$ cat src/common/hvc_pkg.sv
// Shared definitions for the virtual-channel flow-control link ends.
// Assumes both ends run on the single system clock.
package hvc_pkg;

  // ----------------------------------------
  // Link packet fields
  // ----------------------------------------
  localparam int HVC_TAG_W = 8;
  localparam int HVC_NVC = 6;
  localparam int HVC_NTAG = 16;
  localparam int HVC_TBL_W = 4;

  typedef enum logic [3:0] {
    HVC_NOP = 4'h0,
    HVC_WR_P = 4'h1,
    HVC_WR_NP = 4'h2,
    HVC_RD = 4'h3,
    HVC_RD_REPLY = 4'h4,
    HVC_TGT_DONE = 4'h5,
    HVC_BCAST = 4'h6,
    HVC_ATOMIC = 4'h7,
    HVC_FENCE = 4'h8,
    HVC_FLUSH = 4'h9
  } hvc_cmd_t;

  // ----------------------------------------
  // Channel classes, index layout, reset values
  // ----------------------------------------
  localparam logic [1:0] HVC_CLS_P = 2'h0;
  localparam logic [1:0] HVC_CLS_NP = 2'h1;
  localparam logic [1:0] HVC_CLS_RSP = 2'h2;
  localparam logic [2:0] HVC_ISOC_BASE = 3'h3;
  localparam logic [HVC_NVC-1:0] HVC_CRED_RST = 6'h3F;
  localparam logic [3:0] HVC_FAIR_LIMIT = 4'h4;

  function automatic logic [1:0] hvc_cls(input hvc_cmd_t c);
    case (c)
      HVC_WR_P, HVC_BCAST, HVC_FENCE: return HVC_CLS_P;
      HVC_RD_REPLY, HVC_TGT_DONE: return HVC_CLS_RSP;
      default: return HVC_CLS_NP;
    endcase
  endfunction : hvc_cls

  // Broadcast and atomic never ride the high-priority channels
  function automatic logic [2:0] hvc_vc(input hvc_cmd_t c,
                                        input logic isoc,
                                        input logic mode);
    logic hi;
    hi = mode && isoc && c != HVC_BCAST && c != HVC_ATOMIC && c != HVC_NOP;
    return hi ? 3'(hvc_cls(c)) + HVC_ISOC_BASE : 3'(hvc_cls(c));
  endfunction : hvc_vc

endpackage : hvc_pkg

$ cat src/common/hvc_lnk_if.sv
// Point-to-point link between the host end and the device end.
// Assumes both ends share one clock; receivers always accept (credits).
`timescale 1ns/1ps
interface hvc_lnk_if;
  import hvc_pkg::*;
  logic h2d_valid;
  hvc_cmd_t h2d_cmd;
  logic h2d_isoc;
  logic h2d_ppw;
  logic [HVC_TAG_W-1:0] h2d_tag;
  logic d2h_valid;
  hvc_cmd_t d2h_cmd;
  logic d2h_isoc;
  logic d2h_ppw;
  logic [HVC_TAG_W-1:0] d2h_tag;

  modport dev (
    input h2d_valid, h2d_cmd, h2d_isoc, h2d_ppw, h2d_tag,
    output d2h_valid, d2h_cmd, d2h_isoc, d2h_ppw, d2h_tag
  );
  modport host (
    output h2d_valid, h2d_cmd, h2d_isoc, h2d_ppw, h2d_tag,
    input d2h_valid, d2h_cmd, d2h_isoc, d2h_ppw, d2h_tag
  );
endinterface : hvc_lnk_if

$ cat src/logic/hvc_dev_end.sv
// Device end of the link: six credited virtual channels, isochronous
// mode latched at warm reset, strict priority and fairness counting.
// Assumes the host end shares the clock and resets with this end.
`timescale 1ns/1ps
module hvc_dev_end import hvc_pkg::*; (
  // Clock and reset
  input wire logic i_clk_sys,
  input wire logic i_resetn,
  input wire logic i_cold_resetn,
  // Configuration
  input wire logic i_isoc_sw_en,
  input wire logic i_pw_bypass,
  // Link
  hvc_lnk_if.dev lnk,
  // Received packets
  output logic o_rx_valid,
  output hvc_cmd_t o_rx_cmd,
  output logic o_rx_isoc,
  output logic o_rx_ppw,
  output logic [HVC_TAG_W-1:0] o_rx_tag,
  input wire logic i_rx_ready,
  // Packets to send
  input wire logic i_tx_valid,
  input wire hvc_cmd_t i_tx_cmd,
  input wire logic i_tx_isoc,
  input wire logic i_tx_ppw,
  input wire logic [HVC_TAG_W-1:0] i_tx_tag,
  output logic o_tx_ready,
  // Status
  output logic o_isoc_mode
);

  logic sw_en_r;
  logic [HVC_NVC-1:0] ret_pend;
  logic [HVC_NVC-1:0] ret_ack;
  logic [HVC_NVC-1:0] cred_r;
  logic np_isoc_r [HVC_NTAG];
  logic hold_v_r;
  hvc_cmd_t hold_cmd_r;
  logic hold_isoc_r;
  logic hold_ppw_r;
  logic [HVC_TAG_W-1:0] hold_tag_r;
  logic [2:0] hold_vc_r;
  logic [3:0] fair_cnt_r;
  logic hold_hi;
  logic hold_ok;
  logic nop_any;
  logic nop_hi;
  logic fair_due;
  logic send_hold;
  logic send_nop;
  logic tx_acc;
  logic hold_full_nxt;
  logic tx_isoc_eff;
  logic rx_nop;
  logic rx_nop_hi;
  logic rx_take_np;

  // ----------------------------------------
  // Mode control
  // ----------------------------------------
  // Software enable only becomes the live mode across a warm reset,
  // so the channel split never changes under traffic.
  always_ff @(posedge i_clk_sys) begin
    if (!i_cold_resetn) begin
      sw_en_r <= 1'b0;
    end else begin
      sw_en_r <= i_isoc_sw_en;
    end
  end

  always_ff @(posedge i_clk_sys) begin
    if (!i_cold_resetn) begin
      o_isoc_mode <= 1'b0;
    end else if (!i_resetn) begin
      o_isoc_mode <= sw_en_r;
    end
  end

  // ----------------------------------------
  // Receive path
  // ----------------------------------------
  hvc_rx_vcs u_rx (
    .i_clk_sys(i_clk_sys),
    .i_resetn(i_resetn),
    .i_isoc_mode(o_isoc_mode),
    .i_pw_bypass(i_pw_bypass),
    .i_lnk_valid(lnk.h2d_valid),
    .i_lnk_cmd(lnk.h2d_cmd),
    .i_lnk_isoc(lnk.h2d_isoc),
    .i_lnk_ppw(lnk.h2d_ppw),
    .i_lnk_tag(lnk.h2d_tag),
    .o_valid(o_rx_valid),
    .o_cmd(o_rx_cmd),
    .o_isoc(o_rx_isoc),
    .o_ppw(o_rx_ppw),
    .o_tag(o_rx_tag),
    .i_ready(i_rx_ready),
    .o_ret_pend(ret_pend),
    .i_ret_ack(ret_ack)
  );

  // Flag of each accepted nonposted request, kept for its response
  assign rx_take_np = o_rx_valid && i_rx_ready &&
                      hvc_cls(o_rx_cmd) == HVC_CLS_NP;

  for (genvar t = 0; t < HVC_NTAG; t++) begin : g_np
    always_ff @(posedge i_clk_sys) begin
      if (!i_resetn) begin
        np_isoc_r[t] <= 1'b0;
      end else if (rx_take_np &&
                   o_rx_tag[HVC_TBL_W-1:0] == HVC_TBL_W'(t)) begin
        np_isoc_r[t] <= o_rx_isoc;
      end
    end
  end

  // ----------------------------------------
  // Credits from the far end
  // ----------------------------------------
  assign rx_nop = lnk.h2d_valid && lnk.h2d_cmd == HVC_NOP;
  assign rx_nop_hi = lnk.h2d_isoc && o_isoc_mode;

  // A returned credit wins over a send in the same cycle
  for (genvar v = 0; v < HVC_NVC; v++) begin : g_cred
    always_ff @(posedge i_clk_sys) begin
      if (!i_resetn) begin
        cred_r[v] <= HVC_CRED_RST[v];
      end else if (rx_nop && (rx_nop_hi == (v >= 3)) &&
                   lnk.h2d_tag[v % 3]) begin
        cred_r[v] <= 1'b1;
      end else if (send_hold && hold_vc_r == 3'(v)) begin
        cred_r[v] <= 1'b0;
      end
    end
  end

  // ----------------------------------------
  // Transmit arbitration
  // ----------------------------------------
  assign tx_acc = i_tx_valid && o_tx_ready;
  assign tx_isoc_eff = i_tx_isoc || (hvc_cls(i_tx_cmd) == HVC_CLS_RSP &&
                       np_isoc_r[i_tx_tag[HVC_TBL_W-1:0]]);
  assign hold_hi = hold_vc_r >= HVC_ISOC_BASE;
  assign hold_ok = hold_v_r && cred_r[hold_vc_r];
  assign nop_hi = o_isoc_mode && (|ret_pend[5:3]);
  assign nop_any = |ret_pend;
  assign fair_due = fair_cnt_r == HVC_FAIR_LIMIT;
  // High class bypasses fairness; ordinary yields to credits when due
  assign send_hold = hold_ok && (hold_hi || !(nop_any && fair_due));
  assign send_nop = nop_any && !send_hold;
  assign ret_ack = !send_nop ? '0 :
                   nop_hi ? {ret_pend[5:3], 3'h0} : {3'h0, ret_pend[2:0]};
  assign hold_full_nxt = (hold_v_r && !send_hold) || tx_acc;

  always_ff @(posedge i_clk_sys) begin
    if (!i_resetn) begin
      hold_v_r <= 1'b0;
      o_tx_ready <= 1'b0;
    end else begin
      hold_v_r <= hold_full_nxt;
      o_tx_ready <= !hold_full_nxt;
    end
  end

  always_ff @(posedge i_clk_sys) begin
    if (!i_resetn) begin
      hold_cmd_r <= HVC_NOP;
      hold_isoc_r <= 1'b0;
      hold_ppw_r <= 1'b0;
      hold_tag_r <= '0;
      hold_vc_r <= 3'h0;
    end else if (tx_acc) begin
      hold_cmd_r <= i_tx_cmd;
      hold_isoc_r <= tx_isoc_eff;
      hold_ppw_r <= i_tx_ppw;
      hold_tag_r <= i_tx_tag;
      hold_vc_r <= hvc_vc(i_tx_cmd, tx_isoc_eff, o_isoc_mode);
    end
  end

  // Only ordinary sends are counted
  always_ff @(posedge i_clk_sys) begin
    if (!i_resetn) begin
      fair_cnt_r <= 4'h0;
    end else if (send_nop) begin
      fair_cnt_r <= 4'h0;
    end else if (send_hold && !hold_hi && !fair_due) begin
      fair_cnt_r <= fair_cnt_r + 4'h1;
    end
  end

  // ----------------------------------------
  // Link output
  // ----------------------------------------
  always_ff @(posedge i_clk_sys) begin
    if (!i_resetn) begin
      lnk.d2h_valid <= 1'b0;
      lnk.d2h_cmd <= HVC_NOP;
      lnk.d2h_isoc <= 1'b0;
      lnk.d2h_ppw <= 1'b0;
      lnk.d2h_tag <= '0;
    end else begin
      lnk.d2h_valid <= send_hold || send_nop;
      lnk.d2h_cmd <= send_hold ? hold_cmd_r : HVC_NOP;
      lnk.d2h_isoc <= send_hold ? hold_isoc_r : nop_hi;
      lnk.d2h_ppw <= send_hold && hold_ppw_r;
      lnk.d2h_tag <= send_hold ? hold_tag_r :
                     {5'h00, nop_hi ? ret_pend[5:3] : ret_pend[2:0]};
    end
  end

endmodule : hvc_dev_end

$ cat src/logic/hvc_rx_vcs.sv
// Receive side: one buffer slot per virtual channel, strict-priority
// delivery and credit-return bookkeeping.
// Assumes the sender never overruns a slot (it holds one credit each).
`timescale 1ns/1ps
module hvc_rx_vcs import hvc_pkg::*; (
  // Clock and reset
  input wire logic i_clk_sys,
  input wire logic i_resetn,
  // Mode
  input wire logic i_isoc_mode,
  input wire logic i_pw_bypass,
  // From link
  input wire logic i_lnk_valid,
  input wire hvc_cmd_t i_lnk_cmd,
  input wire logic i_lnk_isoc,
  input wire logic i_lnk_ppw,
  input wire logic [HVC_TAG_W-1:0] i_lnk_tag,
  // To user
  output logic o_valid,
  output hvc_cmd_t o_cmd,
  output logic o_isoc,
  output logic o_ppw,
  output logic [HVC_TAG_W-1:0] o_tag,
  input wire logic i_ready,
  // Credit return
  output logic [HVC_NVC-1:0] o_ret_pend,
  input wire logic [HVC_NVC-1:0] i_ret_ack
);

  logic full_r [HVC_NVC];
  logic ret_r [HVC_NVC];
  hvc_cmd_t cmd_r [HVC_NVC];
  logic isoc_r [HVC_NVC];
  logic ppw_r [HVC_NVC];
  logic [HVC_TAG_W-1:0] tag_r [HVC_NVC];
  logic [2:0] in_vc;
  logic arrive;
  logic [2:0] pick;
  logic pick_v;
  logic load;

  assign in_vc = hvc_vc(i_lnk_cmd, i_lnk_isoc, i_isoc_mode);
  assign arrive = i_lnk_valid && i_lnk_cmd != HVC_NOP;
  assign load = pick_v && (!o_valid || i_ready);

  // ----------------------------------------
  // Pick: high group overrides, posted ahead unless bypass
  // ----------------------------------------
  always_comb begin
    pick_v = 1'b0;
    pick = 3'h0;
    for (int g = 0; g < 2; g++) begin
      if (full_r[3*g + int'(HVC_CLS_NP)]) begin
        pick_v = 1'b1;
        pick = 3'(3*g + int'(HVC_CLS_NP));
      end
      if (full_r[3*g + int'(HVC_CLS_RSP)]) begin
        pick_v = 1'b1;
        pick = 3'(3*g + int'(HVC_CLS_RSP));
      end
      if (full_r[3*g + int'(HVC_CLS_P)]) begin
        pick_v = 1'b1;
        pick = 3'(3*g + int'(HVC_CLS_P));
      end
      if (i_pw_bypass && full_r[3*g + int'(HVC_CLS_RSP)] &&
          ppw_r[3*g + int'(HVC_CLS_RSP)]) begin
        pick = 3'(3*g + int'(HVC_CLS_RSP));
      end
    end
  end

  // ----------------------------------------
  // Slots
  // ----------------------------------------
  for (genvar i = 0; i < HVC_NVC; i++) begin : g_slot
    always_ff @(posedge i_clk_sys) begin
      if (!i_resetn) begin
        full_r[i] <= 1'b0;
      end else if (arrive && in_vc == 3'(i)) begin
        full_r[i] <= 1'b1;
      end else if (load && pick == 3'(i)) begin
        full_r[i] <= 1'b0;
      end
    end

    // Freeing a slot beats an ack in the same cycle
    always_ff @(posedge i_clk_sys) begin
      if (!i_resetn) begin
        ret_r[i] <= 1'b0;
      end else if (load && pick == 3'(i)) begin
        ret_r[i] <= 1'b1;
      end else if (i_ret_ack[i]) begin
        ret_r[i] <= 1'b0;
      end
    end

    always_ff @(posedge i_clk_sys) begin
      if (arrive && in_vc == 3'(i)) begin
        cmd_r[i] <= i_lnk_cmd;
        isoc_r[i] <= i_lnk_isoc;
        ppw_r[i] <= i_lnk_ppw;
        tag_r[i] <= i_lnk_tag;
      end
    end

    assign o_ret_pend[i] = ret_r[i];
  end

  // ----------------------------------------
  // Output stage
  // ----------------------------------------
  always_ff @(posedge i_clk_sys) begin
    if (!i_resetn) begin
      o_valid <= 1'b0;
    end else if (load) begin
      o_valid <= 1'b1;
    end else if (i_ready) begin
      o_valid <= 1'b0;
    end
  end

  always_ff @(posedge i_clk_sys) begin
    if (!i_resetn) begin
      o_cmd <= HVC_NOP;
      o_isoc <= 1'b0;
      o_ppw <= 1'b0;
      o_tag <= '0;
    end else if (load) begin
      o_cmd <= cmd_r[pick];
      o_isoc <= isoc_r[pick];
      o_ppw <= ppw_r[pick];
      o_tag <= tag_r[pick];
    end
  end

endmodule : hvc_rx_vcs

$ cat src/flat_wrapper.sv
// flat-port wrapper written by rule: the top's interface ports become plain ports
module hvc_dev_end_flat import hvc_pkg::*;
  (i_clk_sys, i_resetn, i_cold_resetn, i_isoc_sw_en, i_pw_bypass, o_rx_valid, o_rx_cmd, o_rx_isoc, o_rx_ppw, o_rx_tag, i_rx_ready, i_tx_valid, i_tx_cmd, i_tx_isoc, i_tx_ppw, i_tx_tag, o_tx_ready, o_isoc_mode, lnk_h2d_valid, lnk_h2d_cmd, lnk_h2d_isoc, lnk_h2d_ppw, lnk_h2d_tag, lnk_d2h_valid, lnk_d2h_cmd, lnk_d2h_isoc, lnk_d2h_ppw, lnk_d2h_tag);
  hvc_lnk_if lnk_i ();
  input wire logic i_clk_sys;
  input wire logic i_resetn;
  input wire logic i_cold_resetn;
  input wire logic i_isoc_sw_en;
  input wire logic i_pw_bypass;
  output logic o_rx_valid;
  output hvc_cmd_t o_rx_cmd;
  output logic o_rx_isoc;
  output logic o_rx_ppw;
  output logic [HVC_TAG_W-1:0] o_rx_tag;
  input wire logic i_rx_ready;
  input wire logic i_tx_valid;
  input wire hvc_cmd_t i_tx_cmd;
  input wire logic i_tx_isoc;
  input wire logic i_tx_ppw;
  input wire logic [HVC_TAG_W-1:0] i_tx_tag;
  output logic o_tx_ready;
  output logic o_isoc_mode;
  input wire logic [$bits(lnk_i.h2d_valid)-1:0] lnk_h2d_valid;
  input wire logic [$bits(lnk_i.h2d_cmd)-1:0] lnk_h2d_cmd;
  input wire logic [$bits(lnk_i.h2d_isoc)-1:0] lnk_h2d_isoc;
  input wire logic [$bits(lnk_i.h2d_ppw)-1:0] lnk_h2d_ppw;
  input wire logic [$bits(lnk_i.h2d_tag)-1:0] lnk_h2d_tag;
  output wire logic [$bits(lnk_i.d2h_valid)-1:0] lnk_d2h_valid;
  output wire logic [$bits(lnk_i.d2h_cmd)-1:0] lnk_d2h_cmd;
  output wire logic [$bits(lnk_i.d2h_isoc)-1:0] lnk_d2h_isoc;
  output wire logic [$bits(lnk_i.d2h_ppw)-1:0] lnk_d2h_ppw;
  output wire logic [$bits(lnk_i.d2h_tag)-1:0] lnk_d2h_tag;
  assign lnk_i.h2d_valid = lnk_h2d_valid;
  assign lnk_i.h2d_cmd = lnk_h2d_cmd;
  assign lnk_i.h2d_isoc = lnk_h2d_isoc;
  assign lnk_i.h2d_ppw = lnk_h2d_ppw;
  assign lnk_i.h2d_tag = lnk_h2d_tag;
  assign lnk_d2h_valid = lnk_i.d2h_valid;
  assign lnk_d2h_cmd = lnk_i.d2h_cmd;
  assign lnk_d2h_isoc = lnk_i.d2h_isoc;
  assign lnk_d2h_ppw = lnk_i.d2h_ppw;
  assign lnk_d2h_tag = lnk_i.d2h_tag;
  hvc_dev_end u_core (.i_clk_sys(i_clk_sys), .i_resetn(i_resetn), .i_cold_resetn(i_cold_resetn), .i_isoc_sw_en(i_isoc_sw_en), .i_pw_bypass(i_pw_bypass), .lnk(lnk_i), .o_rx_valid(o_rx_valid), .o_rx_cmd(o_rx_cmd), .o_rx_isoc(o_rx_isoc), .o_rx_ppw(o_rx_ppw), .o_rx_tag(o_rx_tag), .i_rx_ready(i_rx_ready), .i_tx_valid(i_tx_valid), .i_tx_cmd(i_tx_cmd), .i_tx_isoc(i_tx_isoc), .i_tx_ppw(i_tx_ppw), .i_tx_tag(i_tx_tag), .o_tx_ready(o_tx_ready), .o_isoc_mode(o_isoc_mode));
endmodule
$ cat config.mk
export PLATFORM = sky130hd
export DESIGN_NAME = hvc_dev_end_flat
export DESIGN_NICKNAME = d
export VERILOG_FILES = /design/src/common/hvc_pkg.sv /design/src/common/hvc_lnk_if.sv /design/src/logic/hvc_dev_end.sv /design/src/logic/hvc_rx_vcs.sv /design/src/flat_wrapper.sv
export SDC_FILE = /design/constraint.sdc
export NUM_CORES = 1
export LEC_CHECK = 0
export BUFFER_PORTS_ARGS = -buffer_cell sky130_fd_sc_hd__buf_2
export CAP_MARGIN = 10
export CORE_AREA = 2 2 125 127
export DETAILED_ROUTE_END_ITERATION = 8
export DIE_AREA = 0 0 127 129
export PLACE_DENSITY = 0.7
export SLEW_MARGIN = 20
export SYNTH_ARGS = -nofsm -noshare
export SYNTH_HDL_FRONTEND = slang
export SYNTH_SLANG_ARGS = --single-unit
$ cat constraint.sdc
create_clock -name i_clk_sys -period 2.2 [get_ports i_clk_sys]
set_input_delay 0.33 -clock i_clk_sys [delete_from_list [all_inputs] [get_ports i_clk_sys]]
set_output_delay 0.33 -clock i_clk_sys [all_outputs]
set_load 0.005 [all_outputs]
# After elaboration in Yosys (flattened, before gate mapping)
# Memory sizes are Yosys's and may differ from the RTL's. A register that Yosys moved wholly into a read port is not among the register bits.
# Index checks and enable logic that the tools add are counted.
dict set report word_totals {
  regBits 47
  ram_bits 112
  n_memories 7
}
# memory depth word_bits rd rd_ports_with_merged_regs wr line_no
set memory_table {}
lappend memory_table {u_core.u_rx.tag_r 6 8 1 1 1 hvc_rx_vcs.sv:35} ;# logic [HVC_TAG_W-1:0] tag_r [HVC_NVC];
lappend memory_table {u_core.u_rx.cmd_r 6 4 1 1 1 hvc_rx_vcs.sv:32} ;# hvc_cmd_t cmd_r [HVC_NVC];
lappend memory_table {u_core.np_isoc_r 16 1 1 0 16 hvc_dev_end.sv:37} ;# logic np_isoc_r [HVC_NTAG];
lappend memory_table {u_core.u_rx.full_r 6 1 6 0 6 hvc_rx_vcs.sv:30} ;# logic full_r [HVC_NVC];
lappend memory_table {u_core.u_rx.isoc_r 6 1 1 1 1 hvc_rx_vcs.sv:33} ;# logic isoc_r [HVC_NVC];
lappend memory_table {u_core.u_rx.ppw_r 6 1 3 1 1 hvc_rx_vcs.sv:34} ;# logic ppw_r [HVC_NVC];
lappend memory_table {{1 more memories} - - - - - -}
dict set report op_classes {
  add_sub_neg 3
  n_lt_le_gt_ge 2
  n_eq_ne 52
  n_mux 263
  bitwise_logic 42
  reduce_logical 129
}
# cell n
set ops {}
lappend ops {{two-way mux 1 bit} 214}
lappend ops {{two-way mux 3 bit} 31}
lappend ops {{logical AND 1 bit} 70}
lappend ops {{equality test 4 x 3 -> 1 bit, second input constant} 14}
lappend ops {{equality test 4 bit, second input constant} 11}
lappend ops {{two-way mux 8 bit} 5}
lappend ops {{bitwise OR 1 bit} 40}
lappend ops {{OR reduction 8 bit} 5}
lappend ops {{two-way mux 4 bit} 5}
lappend ops {{OR reduction 2 bit} 10}
lappend ops {{OR reduction 4 bit} 5}
lappend ops {{equality test 3 x 2 -> 1 bit, second input constant} 6}
lappend ops {{equality test 3 bit, second input constant} 6}
lappend ops {{equality test 4 x 1 -> 1 bit, second input constant} 4}
lappend ops {{!= test 4 x 3 -> 1 bit, second input constant} 4}
lappend ops {{two-way mux 6 bit} 2}
lappend ops {{case mux 2 bit (2 select lines)} 3}
lappend ops {{OR reduction 3 bit} 4}
lappend ops {{logical NOT 1 bit} 10}
lappend ops {{OR reduction 1 bit} 10}
lappend ops {{equality test 3 x 1 -> 1 bit, second input constant} 3}
lappend ops {{logical NOT 3 bit} 3}
lappend ops {{equality test 4 x 2 -> 1 bit, second input constant} 2}
lappend ops {{logical NOT 4 bit} 2}
lappend ops {{other kinds (14)} 22}

# Depth between registers and ports, before layout
# Gate-level depths: netlist (run 1).
# An unclocked memory read counts as a cell.
dict set report logic_depth {
  depth_word 16
  mapped_depth 7
}

# Hierarchy
# From an unflattened synthesis (run 1), not the netlist that was laid out.
dict set report unflattened {
  cells_unflattened 592
  hier_area_um2 7374.6
}
# module n_inst cells_each area_each_um2
set modules_own_cells {}
lappend modules_own_cells {hvc_rx_vcs 1 285 4486.8}
lappend modules_own_cells {hvc_dev_end 1 307 2887.8}

# Worst setup path before layout (run 1)
# Ideal clock, no wire load.
dict set report synth_timing {
  path_type {reg-to-reg}
  from {register u_core.o_isoc_mode}
  to {memory u_core.u_rx.full_r[3] (enable)}
  setup_ps 294
  t_arrival_ps 2100
  t_required_ps 1906
  path_slack_ps -193
  path_stages_with_launch 6
  period_less_slack_ps 2393
  cell_sequence {dfxtp_1 > and2_1 > clkbuf_1 > nand2_1 > nor3_1 > or2_2}
}
# item line_no
set synth_lines {}
lappend synth_lines {{start: declaration} hvc_dev_end.sv:30} ;# output logic o_isoc_mode
lappend synth_lines {{start signal: assignment} hvc_dev_end.sv:76} ;# o_isoc_mode <= sw_en_r;
lappend synth_lines {{end: declaration} hvc_rx_vcs.sv:30}

==> key figures, run 1 <==
Status
  • Status: finished, final reports clean

Synth
  • Avg Inst Size Synth: 12.3 um^2
  • Async SR Flop Fraction: 0%
  • Post-synthesis instance total: 590
  • Netlist cell types: 68
  • Post-synth EDFFs: 109
  • Top_reg_cell synth: edfxtp_1
  • Post-synth top cells: edfxtp_1 (109), nand2_1 (85), dfxtp_1 (64), a21oi_1 (33), nor3_1 (25)
  • Cell Area, Synth: 0.00725 mm^2
  • Synth Register Bits: ~170
  • Count leader, synth: edfxtp_1
  • Area share of the largest cell type after synthesis: roughly 45%
  • Post-synth top area cell: edfxtp_1
  • Synth area leaders: edfxtp_1 (45%), dfxtp_1 (18%), mux4_2 (5.0%)
  • Ys Warns: 0
  • Register area share after synthesis: between 60 and 70%
  • Mapped Nets: roughly 630

Routing
  • DRT Wirelength: 16.0 mm
  • DR iter-0 viols: 350
  • Max layer used: met4
  • Met3 routed WL: 845 um
  • DR WL/cell: around 18 um
  • Post-DRT Antenna Nets: 0
  • Via count: 5069
  • DRT Pass-1 Iters: 5
  • DRC: 0
  • Vias/cell: slightly below 6
  • WL met2: 8.08 mm
  • Wl on met1: 6.87 mm

Timing
  • Crit share post-route: 95.3%
  • Worst slew pin tran: 0.713 ns
  • Setup ws final: around 0.10 ns
  • Final Hold Viols: 0
  • Final Setup Violations: 0
  • Final setup TNS: 0 ns
  • Tmin final: approximately 2.1 ns
  • Rel. slew slack: a little over half
  • Max Slew Vio Count: 0
  • Final Skew: between 0.007 and 0.008 ns
  • Unrepaired setup endpoints after global routing: false
  • FMAX: roughly 0.48 GHz

Global routing
  • Grt ovf: 0
  • First-pass GRT wire length: 25.4 mm
  • Vias in the first global route: 4985
  • Global-route usage over all layers: 20.1%
  • Initial antenna violation count: 0
  • Largest net degree at the start of global routing: 44

Clock tree
  • Clk_lat worst skew: roughly 0.42 ns
  • Clock-pin transition on the worst setup and hold timing paths: 0.07 ns
  • CTS H-Tree Depth: 4
  • Setup Fix Bufs, Post-CTS: 0
  • CTS Buffer Depth: 2
  • CTS tree: yes
  • Cts bufs inserted: 17
  • CTS Sinks: 173
  • Root buffer cell: clkbuf_16

Cells and area
  • Final non-filler cell total: 869
  • Final instance area: around 0.0084 mm^2
  • Nets@finish: 707
  • # diodes: 0
  • Area Overhead vs Synth: 16.4%
  • Layout cells sized above 1: 25.6%
  • FF+latch area: 0.00455 mm^2
  • # fillers: 1255
  • Multi-input combinational cell area: between 0.002 and 0.003 mm^2

Pwr
  • Sequential share of power: 51.3%
  • P_int: around 5.4 mW
  • Combinational power share: approximately a tenth
  • Power Total: 7.15 mW
  • P_sw: ~1.8 mW
  • Peak supply drop: 0.531 mV
  • Pwr dens: around 850 mW/mm^2
  • Power share of the clock group: a little under two fifths
  • P_leak: 3.01 nW
  • Net Sw Frac: 25.2%

Setup path
  • Worst setup SP type: flop
  • RR Startpoint: u_core.u_rx.full_r[0]
  • CP required: 2.35 ns
  • WP data arrival: 2.24 ns
  • Worst Setup SP: u_core.u_rx.full_r[0]
  • CP max FO: 7
  • CP Capture Type: flop
  • Worst setup path class: reg -> reg

Floorplanning
  • Die Width: 127 um
  • FP Rows: 45
  • Initial core utilization: 48.4%
  • I/O pins: 68
  • Core box area: 0.0150 mm^2
  • Die Ht: 129 um
  • Die footprint: 0.0164 mm^2

Placement
  • Final Wtd Congestion: roughly 0.86
  • Placed inst area: 0.00790 mm^2
  • PortBufs: 67
  • DPL Wire Length: 11.2 mm
  • Inst Count DP: 838
  • DP Worst Slack: about 0.062 ns

Worst hold path
  • Hold Startpoint: i_cold_resetn
  • Min-Delay Path Class: in -> reg

Flow run
  • Max-Cap Viols: 0
## final cells by class
| cell class | count | area share [%] |
|---|---|---|
| Sequential cell | 173 | 53.9 |
| Multi-Input combinational cell | 369 | 29.7 |
| Timing Repair Buffer | 97 | 6.79 |
| Clock buffer | 17 | 5.04 |
| Tap cell | 188 | 2.79 |
| Clock inverter | 14 | 1.29 |
| Inverter | 11 | 0.489 |
## sequential cells by signal (all words and copies together) (netlist names), 6 cells and up
register            cells
u_core.np_isoc_r       16
u_core.u_rx.isoc_r      6
u_core.u_rx.tag_r      48
u_core.u_rx.o_tag       8
u_core.hold_tag_r       8
u_core.cred_r           6
u_core.u_rx.cmd_r      24
u_core.u_rx.ret_r       6
u_core.u_rx.full_r      6
u_core.u_rx.ppw_r       6
u_core.lnk.d2h_tag      8
## repair_timing
| item | CTS | global route |
|---|---|---|
| gates resized for setup | 0 | 3 |
| hold buffers | 0 | 0 |
| endpoints found under the setup margin | 0 | 7 |
## path summary, 6_finish.rpt
kind	endpoint	slack [ns]	cells past startpoint
max	u_core.u_rx.full_r[0]	0.10	5
min	u_core.o_isoc_mode	0.13	2
max reg2reg	u_core.u_rx.full_r[0]	0.10	5
min reg2reg	u_core.hold_cmd_r[0]	0.45	2
## power by group through the flow
stage	Sequential, mW	Combinational, mW	Clock, mW
floorplan	3.72	0.473	0
global placement	3.74	0.716	0
finish	3.67	0.738	2.74
global route	3.68	0.815	2.91
CTS	3.67	0.739	2.78
detailed placement	3.74	0.737	0
## placed cells by master (no fill, tap or decap), types with 5 or more instances in the layout
| master | n |
|---|---|
| edfxtp_1 | 109 |
| nand2_1 | 84 |
| buf_2 | 67 |
| dfxtp_1 | 64 |
| a21oi_1 | 32 |
| buf_4 | 29 |
| nor3_1 | 24 |
| clkbuf_16 | 17 |
| o21ai_0 | 16 |
| a22oi_1 | 16 |
| mux4_2 | 16 |
| o211ai_1 | 14 |
| nor2_1 | 13 |
| and3_1 | 12 |
| o31ai_1 | 11 |
| inv_1 | 10 |
| nand2b_1 | 9 |
| nand3_1 | 9 |
| mux2i_1 | 8 |
| or2_2 | 8 |
| and2_1 | 6 |
| inv_6 | 6 |
| a21o_1 | 5 |
| nor2b_1 | 5 |
## critical path: stages (launching register included)
cell,delay [ns]
edfxtp_1,0.39
a21bo_2,0.25
a32o_1,0.35
or3b_4,0.45
o21ai_1,0.22
or2_2,0.15
## routing by layer
metal  GRT usage, %  vias to the layer above
met5              0                        -
met4           6.79                        0
met3           4.41                       17
met2           34.8                      179
met1           25.3                     2486
li1               -                     2387
## cell families (layout without fill, tap and decap cells)
| family | after synthesis | count (layout) | synth area share [%] |
|---|---|---|---|
| buffers and inverters | 48 | 139 | 3.02 |
| adders and majority gates | 2 | 2 | 0.345 |
| AOI/OAI and AO/OA | 138 | 138 | 13.2 |
| DFF | 173 | 173 | 62.8 |
| muxes | 24 | 24 | 6.07 |
| xor gates and xnor gates | 1 | 1 | 0.121 |
| and+or+nand+nor | 204 | 204 | 14.5 |
## stage by stage
stage	hold WS (ns)	util, %
floorplan	0.424	-
global placement	0.437	52.7
detailed placement	0.444	52.7
CTS	0.111	56.3
global route	0.121	56.4
finish	0.125	56.4
No activity file was read; power rests on OpenSTA's default activity.
==> run 2, diff against run 1 <==
==> constraint.sdc (replaced) <==
create_clock -name i_clk_sys -period 2.2 [get_ports i_clk_sys]
set_input_delay 0.11 -clock i_clk_sys [delete_from_list [all_inputs] [get_ports i_clk_sys]]
set_output_delay 0.11 -clock i_clk_sys [all_outputs]
set_load 0.005 [all_outputs]
==> run 2 against run 1 <==
Hold slack got worse by 0.10 ns; final area rose by 2.8%; wire length rose by 1.8%; clock-buffer cell count rose by 2; non-clock buffer count rose by 23; combinational power rose by 3.9%; clock skew rose by 0.0032 ns; die area did not move; critical path depth did not move.
==> key figures, run 2 (synthesized netlist as in run 1, its figures left out) <==
Status
  • Status: finished, final reports clean (unchanged)

Setup path
  • Worst path cell trace: a21bo_2, a32o_1, or3b_4, o21ai_1, a31o_2 (was a21bo_2, a32o_1, or3b_4, o21ai_1, or2_2)
  • Slowest CP cell: or3b_4 (unchanged)
  • CP Capture Type: flop (unchanged)
  • CP top delay family: compound AO/OA/AOI/OAI gates (unchanged)
  • Worst setup path class: reg -> reg (unchanged)
  • Critical path buffers and inverters: 0 (unchanged)
  • Worst setup SP type: flop (unchanged)
  • Max stage delay on crit path: 0.45 ns (about the same)
  • WP data arrival: 2.27 ns (was 2.24 ns)
  • CP max FO: 5 (was 7)
  • CP required: 2.34 ns (was 2.35 ns)

Pwr
  • Power share of the clock group: 38.3% (about the same)
  • Pwr dens: 829 mW/mm^2 (was 847 mW/mm^2)
  • Peak supply drop: 0.678 mV (was 0.531 mV)
  • P_int: 5.39 mW (was 5.35 mW)
  • Net Sw Frac: 25.1% (was 25.2%)
  • P_leak: 3.12 nW (was 3.01 nW)
  • P_sw: 1.81 mW (was 1.80 mW)
  • Sequential share of power: 51.1% (was 51.3%)
  • Combinational power share: 10.7% (was 10.3%)

Cells and area
  • Area Overhead vs Synth: 19.6% (was 16.4%)
  • Most common cell after layout, fill and taps aside: edfxtp_1 (unchanged)
  • Layout cells sized above 1: 24.0% (was 25.6%)
  • Nets@finish: 730 (was 707)
  • Final instance area: 0.00868 mm^2 (was 0.00844 mm^2)
  • Top reg by flops: u_core.u_rx.tag_r (unchanged)
  • Final non-filler cell total: 893 (was 869)
  • # diodes: 0 (unchanged)
  • Max reg flops: 48 (unchanged)
  • Post-layout util: 58.0% (was 56.4%)
  • Registers with the most flip-flops: u_core.u_rx.tag_r x48, u_core.u_rx.cmd_r x24, u_core.np_isoc_r x16 (unchanged)
  • Most frequent cells in the layout: edfxtp_1 (109), nand2_1 (85), buf_2 (67) (was edfxtp_1 (109), nand2_1 (84), buf_2 (67))

Worst hold path
  • Min-Delay Path Class: in -> reg (unchanged)

Routing
  • Via count: 5087 (was 5069)
  • DRC: 0 (unchanged)
  • Post-DRT Antenna Nets: 0 (unchanged)
  • DRT Pass-1 Iters: 4 (was 5)
  • DRT Wirelength: 16.3 mm (was 16.0 mm)
  • DR WL/cell: 18.2 um (was 18.4 um)
  • DR iter-0 viols: 466 (was 350)
  • Vias/cell: 5.70 (was 5.83)

Timing
  • Hold_ws: 0.0217 ns (was 0.125 ns)
  • Tmin final: 2.12 ns (was 2.10 ns)
  • Worst slew pin tran: 0.712 ns (was 0.713 ns)
  • Rel. slew slack: 52.1% (was 52.4%)
  • FMAX: 0.471 GHz (was 0.477 GHz)
  • Final Skew: 0.0104 ns (was 0.00718 ns)
  • Final setup TNS: 0 ns (unchanged)
  • Unrepaired setup endpoints after global routing: false (unchanged)
  • Crit share post-route: 96.6% (was 95.3%)
  • Final Setup Violations: 0 (unchanged)
  • Max Slew Vio Count: 0 (unchanged)
  • Final Hold Viols: 0 (unchanged)

Global routing
  • Global-route usage over all layers: 20.5% (was 20.1%)
  • Grt ovf: 0 (unchanged)
  • Largest net degree at the start of global routing: 44 (unchanged)
  • First-pass GRT wire length: 25.9 mm (was 25.4 mm)
  • Vias in the first global route: 5155 (was 4985)
  • Initial antenna violation count: 0 (unchanged)

Placement
  • Final Wtd Congestion: 0.905 (was 0.863)
  • DPL Wire Length: 11.2 mm (about the same)
  • Placed inst area: 0.00788 mm^2 (was 0.00790 mm^2)
  • Inst Count DP: 836 (was 838)
  • PortBufs: 67 (unchanged)

Clock tree
  • Cts bufs inserted: 17 (unchanged)
  • Root buffer cell: clkbuf_16 (unchanged)
  • CTS Buffer Depth: 2 (unchanged)
  • CTS tree: yes (unchanged)
  • CTS H-Tree Depth: 4 (unchanged)
  • Setup Fix Bufs, Post-CTS: 0 (unchanged)
  • CTS Sinks: 173 (unchanged)
  • Clk_lat worst skew: 0.43 ns (was 0.42 ns)
  • Clock-pin transition on the worst setup and hold timing paths: 0.06 ns (was 0.07 ns)

Flow run
  • Max-Cap Viols: 0 (unchanged)

Floorplanning
  • Die footprint: 0.0164 mm^2 (unchanged)
  • Core box area: 0.0150 mm^2 (unchanged)
  • I/O pins: 68 (unchanged)
  • FP Rows: 45 (unchanged)
  • Initial core utilization: 48.4% (unchanged)
  • Die Ht: 129 um (unchanged)
  • Die Width: 127 um (unchanged)
[run 2: per-layer routing]
metal  global-route usage [%]  wire [um]  vias to the layer above
met5                        0          0                        -
met4                     6.27        206                        0
met3                     5.24        817                       17
met2                     36.7       8520                      150
met1                     24.5       6710                     2476
li1                         -          -                     2444
[run 2: area by class of cell]
class | count | area (um^2)
Fill cell | 1220 | 6300
Sequential cell | 173 | 4550
Multi-Input combinational cell | 369 | 2500
Timing Repair Buffer | 120 | 808
Clock buffer | 19 | 433
Tap cell | 188 | 235
Clock inverter | 13 | 108
Inverter | 11 | 41.3
[run 2: worst paths after layout]
check | from | end | slack [ns] | depth (start not counted)
worst min-delay path | lnk_h2d_cmd[1] | u_core.u_rx.cmd_r[5][1] | 0.02 | 1
worst min register to register | u_core.cred_r[0] | u_core.cred_r[0] | 0.45 | 2
worst max register to register | u_core.u_rx.full_r[0] | u_core.u_rx.ret_r[1] | 0.08 | 5
worst max-delay path | u_core.u_rx.full_r[0] | u_core.u_rx.ret_r[1] | 0.08 | 5
[run 2: power groups by stage]
stage / registers (mW) / clock network (mW) / logic (mW)
global route: 3.69 / 2.92 / 0.849
detailed placement: 3.74 / 0 / 0.731
floorplan: 3.72 / 0 / 0.473
global placement: 3.74 / 0 / 0.709
finish: 3.67 / 2.75 / 0.767
CTS: 3.67 / 2.80 / 0.772
[run 2: worst register-to-register path: cells and delay by family (launching register included)]
kind | cells | cell delay (ns)
AOI/OAI and AO/OA | 4 | 0.98
DFF | 1 | 0.42
and+or+nand+nor | 1 | 0.45
[run 2: metrics by stage]
stage               total power [mW]  setup slack (ns)
finish                          7.19            0.0750
global route                    7.46            0.0127
CTS                             7.24            0.0984
detailed placement              4.47            0.0383
global placement                4.44             0.139
floorplan                       4.19            0.0818
[run 2: repair_timing]
action,4_1_cts,5_1_grt
hold buffers,25,0
resized for setup,1,1
setup endpoints to repair,1,1
endpoints found under the hold margin,74,0
